### src/i2cf_pkg.sv
package i2cf_pkg;
    // register byte offsets
    localparam logic [7:0] I2CF_CTRL_OFS   = 8'h00;
    localparam logic [7:0] I2CF_SADDR_OFS  = 8'h04;
    localparam logic [7:0] I2CF_RAW_OFS    = 8'h08;
    localparam logic [7:0] I2CF_MASK_OFS   = 8'h0c;
    localparam logic [7:0] I2CF_STAT_OFS   = 8'h14;
    localparam logic [7:0] I2CF_RXDATA_OFS = 8'h18;
    localparam logic [7:0] I2CF_TXTHR_OFS  = 8'h1c;
    localparam logic [7:0] I2CF_RXTHR_OFS  = 8'h20;
    // control bits
    localparam int I2CF_CTRL_PE    = 0;
    localparam int I2CF_CTRL_DMA   = 1;
    localparam int I2CF_CTRL_GCALL = 2;
    localparam int I2CF_CTRL_W     = 3;
    localparam logic [2:0] I2CF_CTRL_RST = 3'h0;
    // slave address register fields
    localparam int I2CF_SA_LSB  = 0;
    localparam int I2CF_DSA_LSB = 8;
    localparam logic [6:0] I2CF_SA_RST = 7'h00;
    // raw interrupt and mask bits
    localparam int I2CF_IRQ_TXNE = 0;
    localparam int I2CF_IRQ_RXNF = 1;
    localparam int I2CF_IRQ_WREQ = 2;
    localparam int I2CF_IRQ_OVF  = 3;
    localparam int I2CF_IRQ_W    = 4;
    // status register layout
    localparam int I2CF_ST_OP_LSB    = 0;
    localparam int I2CF_ST_STAT_LSB  = 2;
    localparam int I2CF_ST_CAUSE_LSB = 4;
    localparam int I2CF_ST_TYPE_LSB  = 7;
    localparam int I2CF_ST_LEN_LSB   = 9;
    localparam int I2CF_ST_DUAL      = 29;
    localparam logic [1:0] I2CF_OP_MW  = 2'h0;
    localparam logic [1:0] I2CF_OP_WTS = 2'h2;
    localparam logic [1:0] I2CF_OP_RFS = 2'h3;
    localparam logic [1:0] I2CF_STAT_NOP   = 2'h0;
    localparam logic [1:0] I2CF_STAT_BUSY  = 2'h1;
    localparam logic [1:0] I2CF_STAT_OK    = 2'h2;
    localparam logic [1:0] I2CF_STAT_ABORT = 2'h3;
    localparam logic [2:0] I2CF_CAUSE_NONE   = 3'h0;
    localparam logic [2:0] I2CF_CAUSE_BSTART = 3'h4;
    localparam logic [2:0] I2CF_CAUSE_BSTOP  = 3'h5;
    localparam logic [2:0] I2CF_CAUSE_SLAVE_WRITE_OVERFLOW   = 3'h6;
    localparam logic [1:0] I2CF_TYPE_FRAME = 2'h0;
    localparam logic [1:0] I2CF_TYPE_GCALL = 2'h1;
    localparam logic [1:0] I2CF_TYPE_HWGC  = 2'h2;
    localparam logic [10:0] I2CF_LEN_MAX   = 11'h7ff;
    // thresholds and rx fifo
    localparam logic [9:0] I2CF_THR_RST = 10'h000;
    localparam int I2CF_RX_DEPTH = 16;
    localparam int I2CF_RXPTR_W  = 4;
    localparam int I2CF_RXCNT_W  = 5;
    localparam logic [4:0] I2CF_RX_FULL = 5'h10;
    // slave engine states
    typedef enum logic [6:0] {
        I2CF_IDLE    = 7'h01,
        I2CF_ADDR    = 7'h02,
        I2CF_ACK     = 7'h04,
        I2CF_WRX     = 7'h08,
        I2CF_STRETCH = 7'h10,
        I2CF_TX      = 7'h20,
        I2CF_MACK    = 7'h40
    } i2cf_state_t;
endpackage

### src/i2cf_rx_fifo.sv
// Notes on behaviour
// - hardware general call reports type 10b
// - length field holds write-to-slave payload count
// - length counts bytes actually moved
// - write-to-slave past 2047: nack, set overflow
// - read-from-slave past 2047: length wraps
// - bit 29 shows which address matched
// - dual bit cleared by stop/restart/bus error/disable
// - data port read pops one byte
// - full rx fifo stretches scl low
// - write-to-slave address raises request flag
// - dma single requests follow rx entries
// - tx nearly-empty when count <= limit
// - rx nearly-full when count >= limit
// - op codes: 10b write, 11b read
// - overflow reports abort cause 110b
`timescale 1ns/1ns
module i2cf_rx_fifo (
    input  wire logic        clk,
    input  wire logic        rst,
    input  wire logic [7:0]  addr,
    input  wire logic [31:0] wdata,
    input  wire logic        wr,
    input  wire logic        rd,
    output logic      [31:0] rdata,
    output logic             irq,
    input  wire logic        scl_in,
    output logic             scl_out,
    output logic             scl_oe,
    input  wire logic        sda_in,
    output logic             sda_out,
    output logic             sda_oe,
    input  wire logic [9:0]  tx_fifo_count,
    input  wire logic [7:0]  tx_byte,
    output logic             tx_pop,
    output logic             rx_dma_req
);
    typedef struct packed {
        i2cf_pkg::i2cf_state_t st;
        logic                  scl_q;
        logic                  sda_q;
        logic [7:0]            shreg;
        logic [7:0]            txsh;
        logic [3:0]            bitcnt;
        logic                  first;
        logic [15:0][7:0]      mem;
        logic [3:0]            wp;
        logic [3:0]            rp;
        logic [4:0]            cnt;
        logic [10:0]           length;
        logic [1:0]            op;
        logic [1:0]            stat;
        logic [2:0]            cause;
        logic [1:0]            rtype;
        logic                  dual;
        logic [2:0]            ctrl;
        logic [6:0]            sa;
        logic [6:0]            dsa;
        logic [9:0]            txthr;
        logic [9:0]            rxthr;
        logic [3:0]            raw;
        logic [3:0]            mask;
        logic [31:0]           rdata;
        logic                  irq;
        logic                  scl_oe;
        logic                  sda_oe;
        logic                  tx_pop;
        logic                  dma_req;
    } i2cf_core_t;

    i2cf_core_t s;
    i2cf_core_t next_s;
    logic [1:0] pins_s;
    logic       scl_s;
    logic       sda_s;
    logic       rise;
    logic       fall;
    logic       start_c;
    logic       stop_c;
    logic       push;
    logic       pop;
    logic [7:0] push_byte;
    logic [6:0] rx_addr;
    logic       hit_sa;
    logic       hit_dsa;
    logic       hit_gc;
    logic       full;

    // bus pins are asynchronous to clk
    i2cf_sync #(.W(2)) u_sync (
        .clk  (clk),
        .rst  (rst),
        .din  ({scl_in, sda_in}),
        .dout (pins_s)
    );

    // line events from synchronised samples
    assign scl_s   = pins_s[1];
    assign sda_s   = pins_s[0];
    assign rise    = scl_s && !s.scl_q;
    assign fall    = !scl_s && s.scl_q;
    assign start_c = scl_s && s.scl_q && s.sda_q && !sda_s;
    assign stop_c  = scl_s && s.scl_q && !s.sda_q && sda_s;
    assign rx_addr = s.shreg[7:1];
    assign hit_sa  = rx_addr == s.sa;
    assign hit_dsa = rx_addr == s.dsa;
    assign hit_gc  = rx_addr == 7'h00 && s.ctrl[i2cf_pkg::I2CF_CTRL_GCALL] && !s.shreg[0];
    assign full    = s.cnt == i2cf_pkg::I2CF_RX_FULL;

    // whole next state; register side first, then the slave engine
    always_comb
    begin
        next_s         = s;
        next_s.scl_q   = scl_s;
        next_s.sda_q   = sda_s;
        next_s.tx_pop  = 1'b0;
        next_s.rdata   = 32'h0000_0000;
        push           = 1'b0;
        pop            = 1'b0;
        push_byte      = 8'h00;
        // lsb of the fifo byte is the first bit seen on the line
        for (int i = 0; i < 8; i++)
            push_byte[i] = s.shreg[7 - i];

        // register writes, reserved bits dropped
        if (wr)
        begin
            unique case (addr)
                i2cf_pkg::I2CF_CTRL_OFS:  next_s.ctrl  = wdata[2:0];
                i2cf_pkg::I2CF_SADDR_OFS:
                begin
                    next_s.sa  = wdata[i2cf_pkg::I2CF_SA_LSB +: 7];
                    next_s.dsa = wdata[i2cf_pkg::I2CF_DSA_LSB +: 7];
                end
                i2cf_pkg::I2CF_MASK_OFS:  next_s.mask  = wdata[3:0];
                i2cf_pkg::I2CF_TXTHR_OFS: next_s.txthr = wdata[9:0];
                i2cf_pkg::I2CF_RXTHR_OFS: next_s.rxthr = wdata[9:0];
                default: ;
            endcase
        end

        // register reads, answer in the next cycle
        if (rd)
        begin
            unique case (addr)
                i2cf_pkg::I2CF_CTRL_OFS:  next_s.rdata[2:0] = s.ctrl;
                i2cf_pkg::I2CF_SADDR_OFS:
                begin
                    next_s.rdata[i2cf_pkg::I2CF_SA_LSB +: 7]  = s.sa;
                    next_s.rdata[i2cf_pkg::I2CF_DSA_LSB +: 7] = s.dsa;
                end
                i2cf_pkg::I2CF_RAW_OFS:
                begin
                    next_s.rdata[3:0] = s.raw;
                    next_s.raw        = 4'h0; // read clears; sets below win
                end
                i2cf_pkg::I2CF_MASK_OFS:  next_s.rdata[3:0] = s.mask;
                i2cf_pkg::I2CF_STAT_OFS:
                begin
                    next_s.rdata[i2cf_pkg::I2CF_ST_OP_LSB +: 2]    = s.op;
                    next_s.rdata[i2cf_pkg::I2CF_ST_STAT_LSB +: 2]  = s.stat;
                    next_s.rdata[i2cf_pkg::I2CF_ST_CAUSE_LSB +: 3] = s.cause;
                    next_s.rdata[i2cf_pkg::I2CF_ST_TYPE_LSB +: 2]  = s.rtype;
                    next_s.rdata[i2cf_pkg::I2CF_ST_LEN_LSB +: 11]  = s.length;
                    next_s.rdata[i2cf_pkg::I2CF_ST_DUAL]           = s.dual;
                end
                i2cf_pkg::I2CF_RXDATA_OFS:
                begin
                    if (s.cnt != 5'h00)
                    begin
                        next_s.rdata[7:0] = s.mem[s.rp];
                        pop               = 1'b1;
                    end
                end
                i2cf_pkg::I2CF_TXTHR_OFS: next_s.rdata[9:0] = s.txthr;
                i2cf_pkg::I2CF_RXTHR_OFS: next_s.rdata[9:0] = s.rxthr;
                default: ;
            endcase
        end

        // slave engine: disable flushes, then start/stop, then bit phases
        if (!s.ctrl[i2cf_pkg::I2CF_CTRL_PE])
        begin
            next_s.st     = i2cf_pkg::I2CF_IDLE;
            next_s.dual   = 1'b0;
            next_s.scl_oe = 1'b0;
            next_s.sda_oe = 1'b0;
            next_s.wp     = 4'h0;
            next_s.rp     = 4'h0;
            next_s.cnt    = 5'h00;
            pop           = 1'b0;
        end
        else if (start_c || stop_c)
        begin
            // a start or stop inside a data byte is a bus error; the one rise that
            // a normal stop or repeated start always makes is not
            if ((s.st == i2cf_pkg::I2CF_WRX || s.st == i2cf_pkg::I2CF_TX) && s.bitcnt > 4'h1)
            begin
                next_s.stat  = i2cf_pkg::I2CF_STAT_ABORT;
                next_s.cause = start_c ? i2cf_pkg::I2CF_CAUSE_BSTART
                                       : i2cf_pkg::I2CF_CAUSE_BSTOP;
            end
            else if (stop_c && s.stat == i2cf_pkg::I2CF_STAT_BUSY)
                next_s.stat = i2cf_pkg::I2CF_STAT_OK;
            next_s.dual   = 1'b0;
            next_s.sda_oe = 1'b0;
            next_s.scl_oe = 1'b0;
            next_s.bitcnt = 4'h0;
            next_s.st     = start_c ? i2cf_pkg::I2CF_ADDR : i2cf_pkg::I2CF_IDLE;
        end
        else
        begin
            unique case (s.st)
                i2cf_pkg::I2CF_IDLE: ;
                i2cf_pkg::I2CF_ADDR:
                begin
                    if (rise)
                    begin
                        next_s.shreg  = {s.shreg[6:0], sda_s};
                        next_s.bitcnt = s.bitcnt + 4'h1;
                    end
                    else if (fall && s.bitcnt == 4'h8)
                    begin
                        if (hit_sa || hit_dsa || hit_gc)
                        begin
                            next_s.sda_oe = 1'b1;
                            next_s.dual   = hit_dsa && !hit_sa;
                            next_s.op     = s.shreg[0] ? i2cf_pkg::I2CF_OP_RFS
                                                       : i2cf_pkg::I2CF_OP_WTS;
                            next_s.stat   = i2cf_pkg::I2CF_STAT_BUSY;
                            next_s.cause  = i2cf_pkg::I2CF_CAUSE_NONE;
                            next_s.length = 11'h000;
                            next_s.rtype  = hit_gc ? i2cf_pkg::I2CF_TYPE_GCALL
                                                   : i2cf_pkg::I2CF_TYPE_FRAME;
                            next_s.first  = 1'b1;
                            if (!s.shreg[0])
                                next_s.raw[i2cf_pkg::I2CF_IRQ_WREQ] = 1'b1;
                            next_s.st     = i2cf_pkg::I2CF_ACK;
                        end
                        else
                            next_s.st = i2cf_pkg::I2CF_IDLE;
                    end
                end
                i2cf_pkg::I2CF_ACK:
                begin
                    if (fall)
                    begin
                        next_s.bitcnt = 4'h0;
                        if (s.op == i2cf_pkg::I2CF_OP_RFS)
                        begin
                            next_s.txsh   = tx_byte;
                            next_s.tx_pop = 1'b1;
                            next_s.sda_oe = !tx_byte[7];
                            next_s.st     = i2cf_pkg::I2CF_TX;
                        end
                        else
                        begin
                            next_s.sda_oe = 1'b0;
                            next_s.st     = i2cf_pkg::I2CF_WRX;
                        end
                    end
                end
                i2cf_pkg::I2CF_WRX:
                begin
                    if (rise)
                    begin
                        next_s.shreg  = {s.shreg[6:0], sda_s};
                        next_s.bitcnt = s.bitcnt + 4'h1;
                    end
                    else if (fall && s.bitcnt == 4'h8)
                    begin
                        if (s.length == i2cf_pkg::I2CF_LEN_MAX)
                        begin
                            // byte 2048 is refused: line left high as nack
                            next_s.stat  = i2cf_pkg::I2CF_STAT_ABORT;
                            next_s.cause = i2cf_pkg::I2CF_CAUSE_SLAVE_WRITE_OVERFLOW;
                            next_s.raw[i2cf_pkg::I2CF_IRQ_OVF] = 1'b1;
                            next_s.st    = i2cf_pkg::I2CF_IDLE;
                        end
                        else if (full)
                        begin
                            next_s.scl_oe = 1'b1;
                            next_s.st     = i2cf_pkg::I2CF_STRETCH;
                        end
                        else
                        begin
                            push          = 1'b1;
                            next_s.sda_oe = 1'b1;
                            next_s.st     = i2cf_pkg::I2CF_ACK;
                        end
                    end
                end
                i2cf_pkg::I2CF_STRETCH:
                begin
                    // hold scl until software or dma frees an entry
                    if (!full || pop)
                    begin
                        push          = 1'b1;
                        next_s.sda_oe = 1'b1;
                        next_s.scl_oe = 1'b0;
                        next_s.st     = i2cf_pkg::I2CF_ACK;
                    end
                end
                i2cf_pkg::I2CF_TX:
                begin
                    if (rise)
                        next_s.bitcnt = s.bitcnt + 4'h1;
                    else if (fall)
                    begin
                        if (s.bitcnt == 4'h8)
                        begin
                            next_s.sda_oe = 1'b0;
                            next_s.length = s.length + 11'h001; // wraps past 2047
                            next_s.st     = i2cf_pkg::I2CF_MACK;
                        end
                        else
                        begin
                            next_s.txsh   = {s.txsh[6:0], 1'b0};
                            next_s.sda_oe = !s.txsh[6];
                        end
                    end
                end
                i2cf_pkg::I2CF_MACK:
                begin
                    if (rise)
                    begin
                        if (sda_s)
                            next_s.st = i2cf_pkg::I2CF_IDLE; // master nack ends reading
                        else
                            next_s.bitcnt = 4'h9;
                    end
                    else if (fall && s.bitcnt == 4'h9)
                    begin
                        next_s.bitcnt = 4'h0;
                        next_s.txsh   = tx_byte;
                        next_s.tx_pop = 1'b1;
                        next_s.sda_oe = !tx_byte[7];
                        next_s.st     = i2cf_pkg::I2CF_TX;
                    end
                end
                default: next_s.st = i2cf_pkg::I2CF_IDLE;
            endcase
        end

        // fifo store, pointers and payload count
        if (push)
        begin
            next_s.mem[s.wp] = push_byte;
            next_s.wp        = s.wp + 4'h1;
            next_s.length    = s.length + 11'h001;
            next_s.first     = 1'b0;
            if (s.first && s.rtype == i2cf_pkg::I2CF_TYPE_GCALL && s.shreg[0])
                next_s.rtype = i2cf_pkg::I2CF_TYPE_HWGC;
        end
        if (pop)
            next_s.rp = s.rp + 4'h1;
        next_s.cnt = next_s.cnt + {4'h0, push} - {4'h0, pop};

        // level flags set every cycle they hold while the engine is enabled, so a clearing read loses
        if (s.ctrl[i2cf_pkg::I2CF_CTRL_PE])
        begin
            if (tx_fifo_count <= s.txthr)
                next_s.raw[i2cf_pkg::I2CF_IRQ_TXNE] = 1'b1;
            if ({5'h00, s.cnt} >= s.rxthr)
                next_s.raw[i2cf_pkg::I2CF_IRQ_RXNF] = 1'b1;
        end

        // dma asks while entries remain; one pop per read keeps it honest
        next_s.dma_req = s.ctrl[i2cf_pkg::I2CF_CTRL_DMA] && next_s.cnt != 5'h00;
        next_s.irq     = |(next_s.raw & next_s.mask);
    end

    always_ff @(posedge clk)
    begin
        if (rst)
        begin
            s       <= '0;
            s.st    <= i2cf_pkg::I2CF_IDLE;
            s.scl_q <= 1'b1;
            s.sda_q <= 1'b1;
            s.ctrl  <= i2cf_pkg::I2CF_CTRL_RST;
            s.sa    <= i2cf_pkg::I2CF_SA_RST;
            s.dsa   <= i2cf_pkg::I2CF_SA_RST;
            s.txthr <= i2cf_pkg::I2CF_THR_RST;
            s.rxthr <= i2cf_pkg::I2CF_THR_RST;
        end
        else
            s <= next_s;
    end

    // outputs straight from the state register; lines only pulled low
    assign rdata      = s.rdata;
    assign irq        = s.irq;
    assign scl_out    = 1'b0;
    assign sda_out    = 1'b0;
    assign scl_oe     = s.scl_oe;
    assign sda_oe     = s.sda_oe;
    assign tx_pop     = s.tx_pop;
    assign rx_dma_req = s.dma_req;

    // checks next to the logic
    hardware_general_call_a: assert property (@(posedge clk) disable iff (rst)
        (push && s.first && s.rtype == 2'h1 && s.shreg[0]) |=> s.rtype == 2'h2)
        else $error("hardware general call type not reported");
    len_read_a: assert property (@(posedge clk) disable iff (rst)
        (rd && addr == 8'h14) |=> rdata[19:9] == $past(s.length) && rdata[28:20] == 9'h0)
        else $error("status length field wrong");
    overflow_a: assert property (@(posedge clk) disable iff (rst)
        $rose(s.raw[3]) |-> s.cause == 3'h6 && s.stat == 2'h3 && !s.sda_oe)
        else $error("overflow not aborted with nack");
    rfs_wrap_a: assert property (@(posedge clk) disable iff (rst)
        (s.op == 2'h3 && s.length == 11'h7ff && s.st == i2cf_pkg::I2CF_TX && fall
         && s.bitcnt == 4'h8 && s.ctrl[0]) |=> s.length == 11'h000)
        else $error("read length did not wrap");
    dual_clear_a: assert property (@(posedge clk) disable iff (rst)
        (stop_c || !s.ctrl[0]) |=> !s.dual)
        else $error("dual flag not cleared");
    rx_pop_a: assert property (@(posedge clk) disable iff (rst)
        (rd && addr == 8'h18 && s.cnt != 5'h00 && s.ctrl[0])
        |=> rdata[7:0] == $past(s.mem[s.rp]) && s.rp == $past(s.rp) + 4'h1)
        else $error("data port read did not pop");
    stretch_a: assert property (@(posedge clk) disable iff (rst)
        (s.st == i2cf_pkg::I2CF_WRX && fall && s.bitcnt == 4'h8 && full
         && s.length != 11'h7ff && s.ctrl[0]) |=> s.scl_oe && s.st == i2cf_pkg::I2CF_STRETCH)
        else $error("full fifo did not stretch scl");
    wts_req_a: assert property (@(posedge clk) disable iff (rst)
        ($past(s.st) == i2cf_pkg::I2CF_ADDR && s.st == i2cf_pkg::I2CF_ACK && s.op == 2'h2)
        |-> s.raw[2])
        else $error("write request flag missing");
    tx_thresh_a: assert property (@(posedge clk) disable iff (rst)
        (s.ctrl[0] && tx_fifo_count <= s.txthr) |=> s.raw[0])
        else $error("tx nearly empty flag missing");
    rx_thresh_a: assert property (@(posedge clk) disable iff (rst)
        (s.ctrl[0] && {5'h00, s.cnt} >= s.rxthr) |=> s.raw[1])
        else $error("rx nearly full flag missing");
endmodule

### src/i2cf_sync.sv
`timescale 1ns/1ns
module i2cf_sync #(
    parameter int W = 2
) (
    input  wire logic         clk,
    input  wire logic         rst,
    input  wire logic [W-1:0] din,
    output logic      [W-1:0] dout
);
    typedef struct packed {
        logic [W-1:0] meta;
        logic [W-1:0] stable;
    } i2cf_sync_t;

    i2cf_sync_t s;
    i2cf_sync_t next_s;

    // two stages; idle level of the bus lines is high
    always_comb
    begin
        next_s.meta   = din;
        next_s.stable = s.meta;
    end

    always_ff @(posedge clk)
    begin
        if (rst)
            s <= '{meta: '1, stable: '1};
        else
            s <= next_s;
    end

    assign dout = s.stable;
endmodule

### config.mk
export PLATFORM = sky130hd
export DESIGN_NAME = i2cf_rx_fifo
export DESIGN_NICKNAME = d
export VERILOG_FILES = /design/src/i2cf_pkg.sv /design/src/i2cf_rx_fifo.sv /design/src/i2cf_sync.sv
export SDC_FILE = /design/constraint.sdc
export NUM_CORES = 1
export LEC_CHECK = 0
export BUFFER_PORTS_ARGS = -buffer_cell sky130_fd_sc_hd__buf_4
export CAP_MARGIN = 30
export CORE_ASPECT_RATIO = 0.5
export CORE_UTILIZATION = 45
export DETAILED_ROUTE_END_ITERATION = 7
export GPL_ROUTABILITY_DRIVEN = 0
export PLACE_DENSITY = 0.73
export SLEW_MARGIN = 20
export SYNTH_ARGS = -nofsm -noshare
export SYNTH_HDL_FRONTEND = slang
export SYNTH_SLANG_ARGS = --single-unit
### constraint.sdc
create_clock -name clk -period 4.2 [get_ports clk]
set_input_delay 0.21 -clock clk [delete_from_list [all_inputs] [get_ports clk]]
set_output_delay 0.21 -clock clk [all_outputs]
set_load 0.005 [all_outputs]
==> impl_metrics.ini <==
[outcome]
outcome = finished, final reports clean

[global_route]
grt_use_met1 = 0.3324
grt_pass1_vias = 9866
grt_use_met2 = 0.3652
grt_antenna_before_repair = 0
grt_usage = 0.2305
grt_pass1_wl_um = 53540
grt_max_degree = 90
overflow = 0
grt-busiest-layer = met2
met3_usage = 0.03321

[critical_path]
worst_ep_arrival_time_ps = 3890
ff2ff_setup_slack_ps = 740
setup.worst_path.end_class = flip-flop
crit_fanout = 5
r2r_cells = 12
critPathLaunchType = flip-flop
reg2reg_from = s[106]$_SDFF_PP0_
r2r-end = rx_dma_req$_SDFF_PP0_
critPathKind = reg2reg
worstPathRequired_ps = 4630

[cts]
cts.clk_slew.worst_paths_ps = 70
clockBufferDepth = 3
clockRootBuffer = clkbuf_16
worstSkewPairLatency_ps = 550
cts_buffers = 25
cts_sinks = 266
cts_tree = built
post-cts-setup-buffers = 0
h-tree-depth = 1

[die]
initial_utilization = 0.4598
die_x_um = 240.2
dieArea_um2 = 29080
die_y_um = 121.1
io_pins = 103
core_um2 = 27760
fp-row-count = 43

[detailed_routing]
vias = 10757
post_drt_wl_per_cell_um = 17.57
via_per_inst = 5.597
drtAntennaViolNets = 0
dr.pass1.iters = 7
wirelength_um = 33770
drt_iter0_drc = 1202
drc = 0

[sta]
fmax_mhz = 289.0
slew_headroom = 0.3532
rsz0062_at_grt = no
worstMarginPinSlew_ps = 970.3
min_period_over_period = 0.8239
slew_viol_final = 0
setup_ws_ps = 739.7
hold_ws_ps = 8.992
finClkSkew_ps = 19.00
setup-violations-final = 0
hold_viol_final = 0
fin_crit_ps = 3460
fin_setup_tns_ps = 0

[worst_hold_path]
hold_path_class = in2reg
min_path_cells = 5
min_to = s[252]$_SDFFE_PP0P_
worstHoldStart = tx_byte[3]

[placed_design]
numPortBuffers = 72
post-dp-hpwl_um = 22650
dpl-instance-area_um2 = 13360
dp_worst_setup_slack_ps = 682.2

[yosys]
synth_ff_type = dfxtp_1
synth_area_leader_cell = dfxtp_1
synth-seq-cells = 266
ys_top_cells_by_area = dfxtp_1 (42%), nand2_1 (9.1%), a21oi_1 (7.1%)
synth_edf_count = 0
synth_cells = 1501
yosys_warnings = 0
async_flop_share = 0
synth_common_cells = nand2_1 (308), dfxtp_1 (266), a21oi_1 (180)
ys_seq_area_frac = 0.4172
synth_area_um2 = 12760
yosysTopAreaCellShare = 0.4172
yosysMostFrequentCell = nand2_1
yosys.cell_types.count = 72
avgSynthCellArea_um2 = 8.503

[layout]
n_fill_cell = 2518
final_area_um2 = 14450
final_nets = 1616
drive_gt1_frac = 0.1364
area_growth_syn_to_layout_pct = 13.18
multi_input_area_um2 = 6661
diodes = 0
regArea_um2 = 5326

[pwr]
leakage_uw = 0.005347
max-vdd-ir-drop_mv = 0.2365
pwr_density_cell_nw_per_um2 = 354.9
power_uw = 5126

[run]
cap_viol_max_count = 0
## worst max-delay path by stage
stage,from,endpoint,depth (start not counted),slack (ps)
6_report,s[106]$_SDFF_PP0_,rx_dma_req$_SDFF_PP0_,12,740
5_1_grt,s[245]$_SDFFE_PP0P_,rx_dma_req$_SDFF_PP0_,14,580
4_1_cts,s[106]$_SDFF_PP0_,rx_dma_req$_SDFF_PP0_,12,750
3_5_place_dp,addr[5],rx_dma_req$_SDFF_PP0_,11,680
3_3_place_gp,addr[5],rx_dma_req$_SDFF_PP0_,11,740
2_1_floorplan,addr[5],rx_dma_req$_SDFF_PP0_,14,700
## critical path, stage by stage (launching register included)
cell,delay (ps)
dfxtp_1,370
nor4_1,520
o311ai_1,310
nor3b_1,240
o21ai_1,340
inv_1,120
ha_1,250
fa_1,420
a21o_1,180
a21oi_1,180
xnor2_1,160
nand3_1,90
and3_1,180
## cells by family after synthesis
group                    share of synthesized area
adder cells (fa/ha/maj)                    0.03098
XOR/XNOR                                   0.02196
AO/OA/AOI/OAI                               0.1267
AND/OR/NAND/NOR                             0.2216
buffers and inverters                      0.06460
other                                    0.0002938
multiplexers                                0.1167
flip-flops                                  0.4172
## cell type report
type	count	share of cell area
well taps	382	0.03309
multi-input cells	1072	0.4612
clock inverters	17	0.01507
flip-flops and latches	266	0.3687
inverters	39	0.01013
repair buffers	117	0.06540
clock buffers	29	0.04643
## flip-flops by register name, indices dropped and copies added, names as in the netlist
signal / cells
push_byte: 8
u_sync.next_s: 2
u_sync.dout: 2
rx_dma_req: 1
irq: 1
sda_oe: 1
scl_oe: 1
tx_pop: 1
rdata: 21
s: 228
## power breakdown
part	internal, µW	switching (µW)
clock network	1410	1040
registers	2520	3.79
logic	60.3	90.8
total	3990	1140
## placed cells by master, fill, tap and decap left out, types with 4 or more instances in the layout
cell type      synthesis  final
a21o_1                 6      6
nor2b_1               15     15
nand4_2                4      4
buf_4                 35     95
or2_2                 12     12
a22oi_1                6      6
clkinv_2               0      6
nand4_1                9      9
a21boi_0               4      4
mux4_2                38     38
or3_1                  9      9
a221oi_1               4      4
or4_1                  5      5
nor3_1                18     18
nand2_1              308    308
nand2b_1               8      8
ha_1                  30     30
o21ai_1                5      5
inv_1                 39     39
clkbuf_16              0     25
a222oi_1               9      9
and3_1                22     22
conb_1                 1     13
nand3_1               71     71
dfxtp_1              266    265
nor4_1                11     11
o32ai_1                7      7
clkinvlp_4             0      4
nor2_1               105    104
o21ai_0               18     18
mux2i_1               61     61
dlygate4sd3_1          0     20
a21oi_1              180    180
a31oi_1                7      7
xnor2_1               15     15
xor2_1                17     17
bufinv_16              0      4
## repair_timing
item,4_1_cts,5_1_grt
hold endpoints to repair,45,0
gates resized for setup,0,0
endpoints found under the setup margin,0,0
hold buffers,20,0
## stage by stage
stage,instances,util
after detailed placement,1856,0.4811
after CTS,1922,0.5203
after global routing,1922,0.5203
after floorplan,1513,-
after global placement,1855,0.4804
final,1922,0.5203
## metal layers
metal | part of all wire | vias up
met4 | 0.020 | 0
met3 | 0.083 | 51
met5 | 0 | -
li1 | - | 5214
met1 | 0.45 | 5051
met2 | 0.45 | 441
Note: power is estimated with default switching activity, not from simulation.
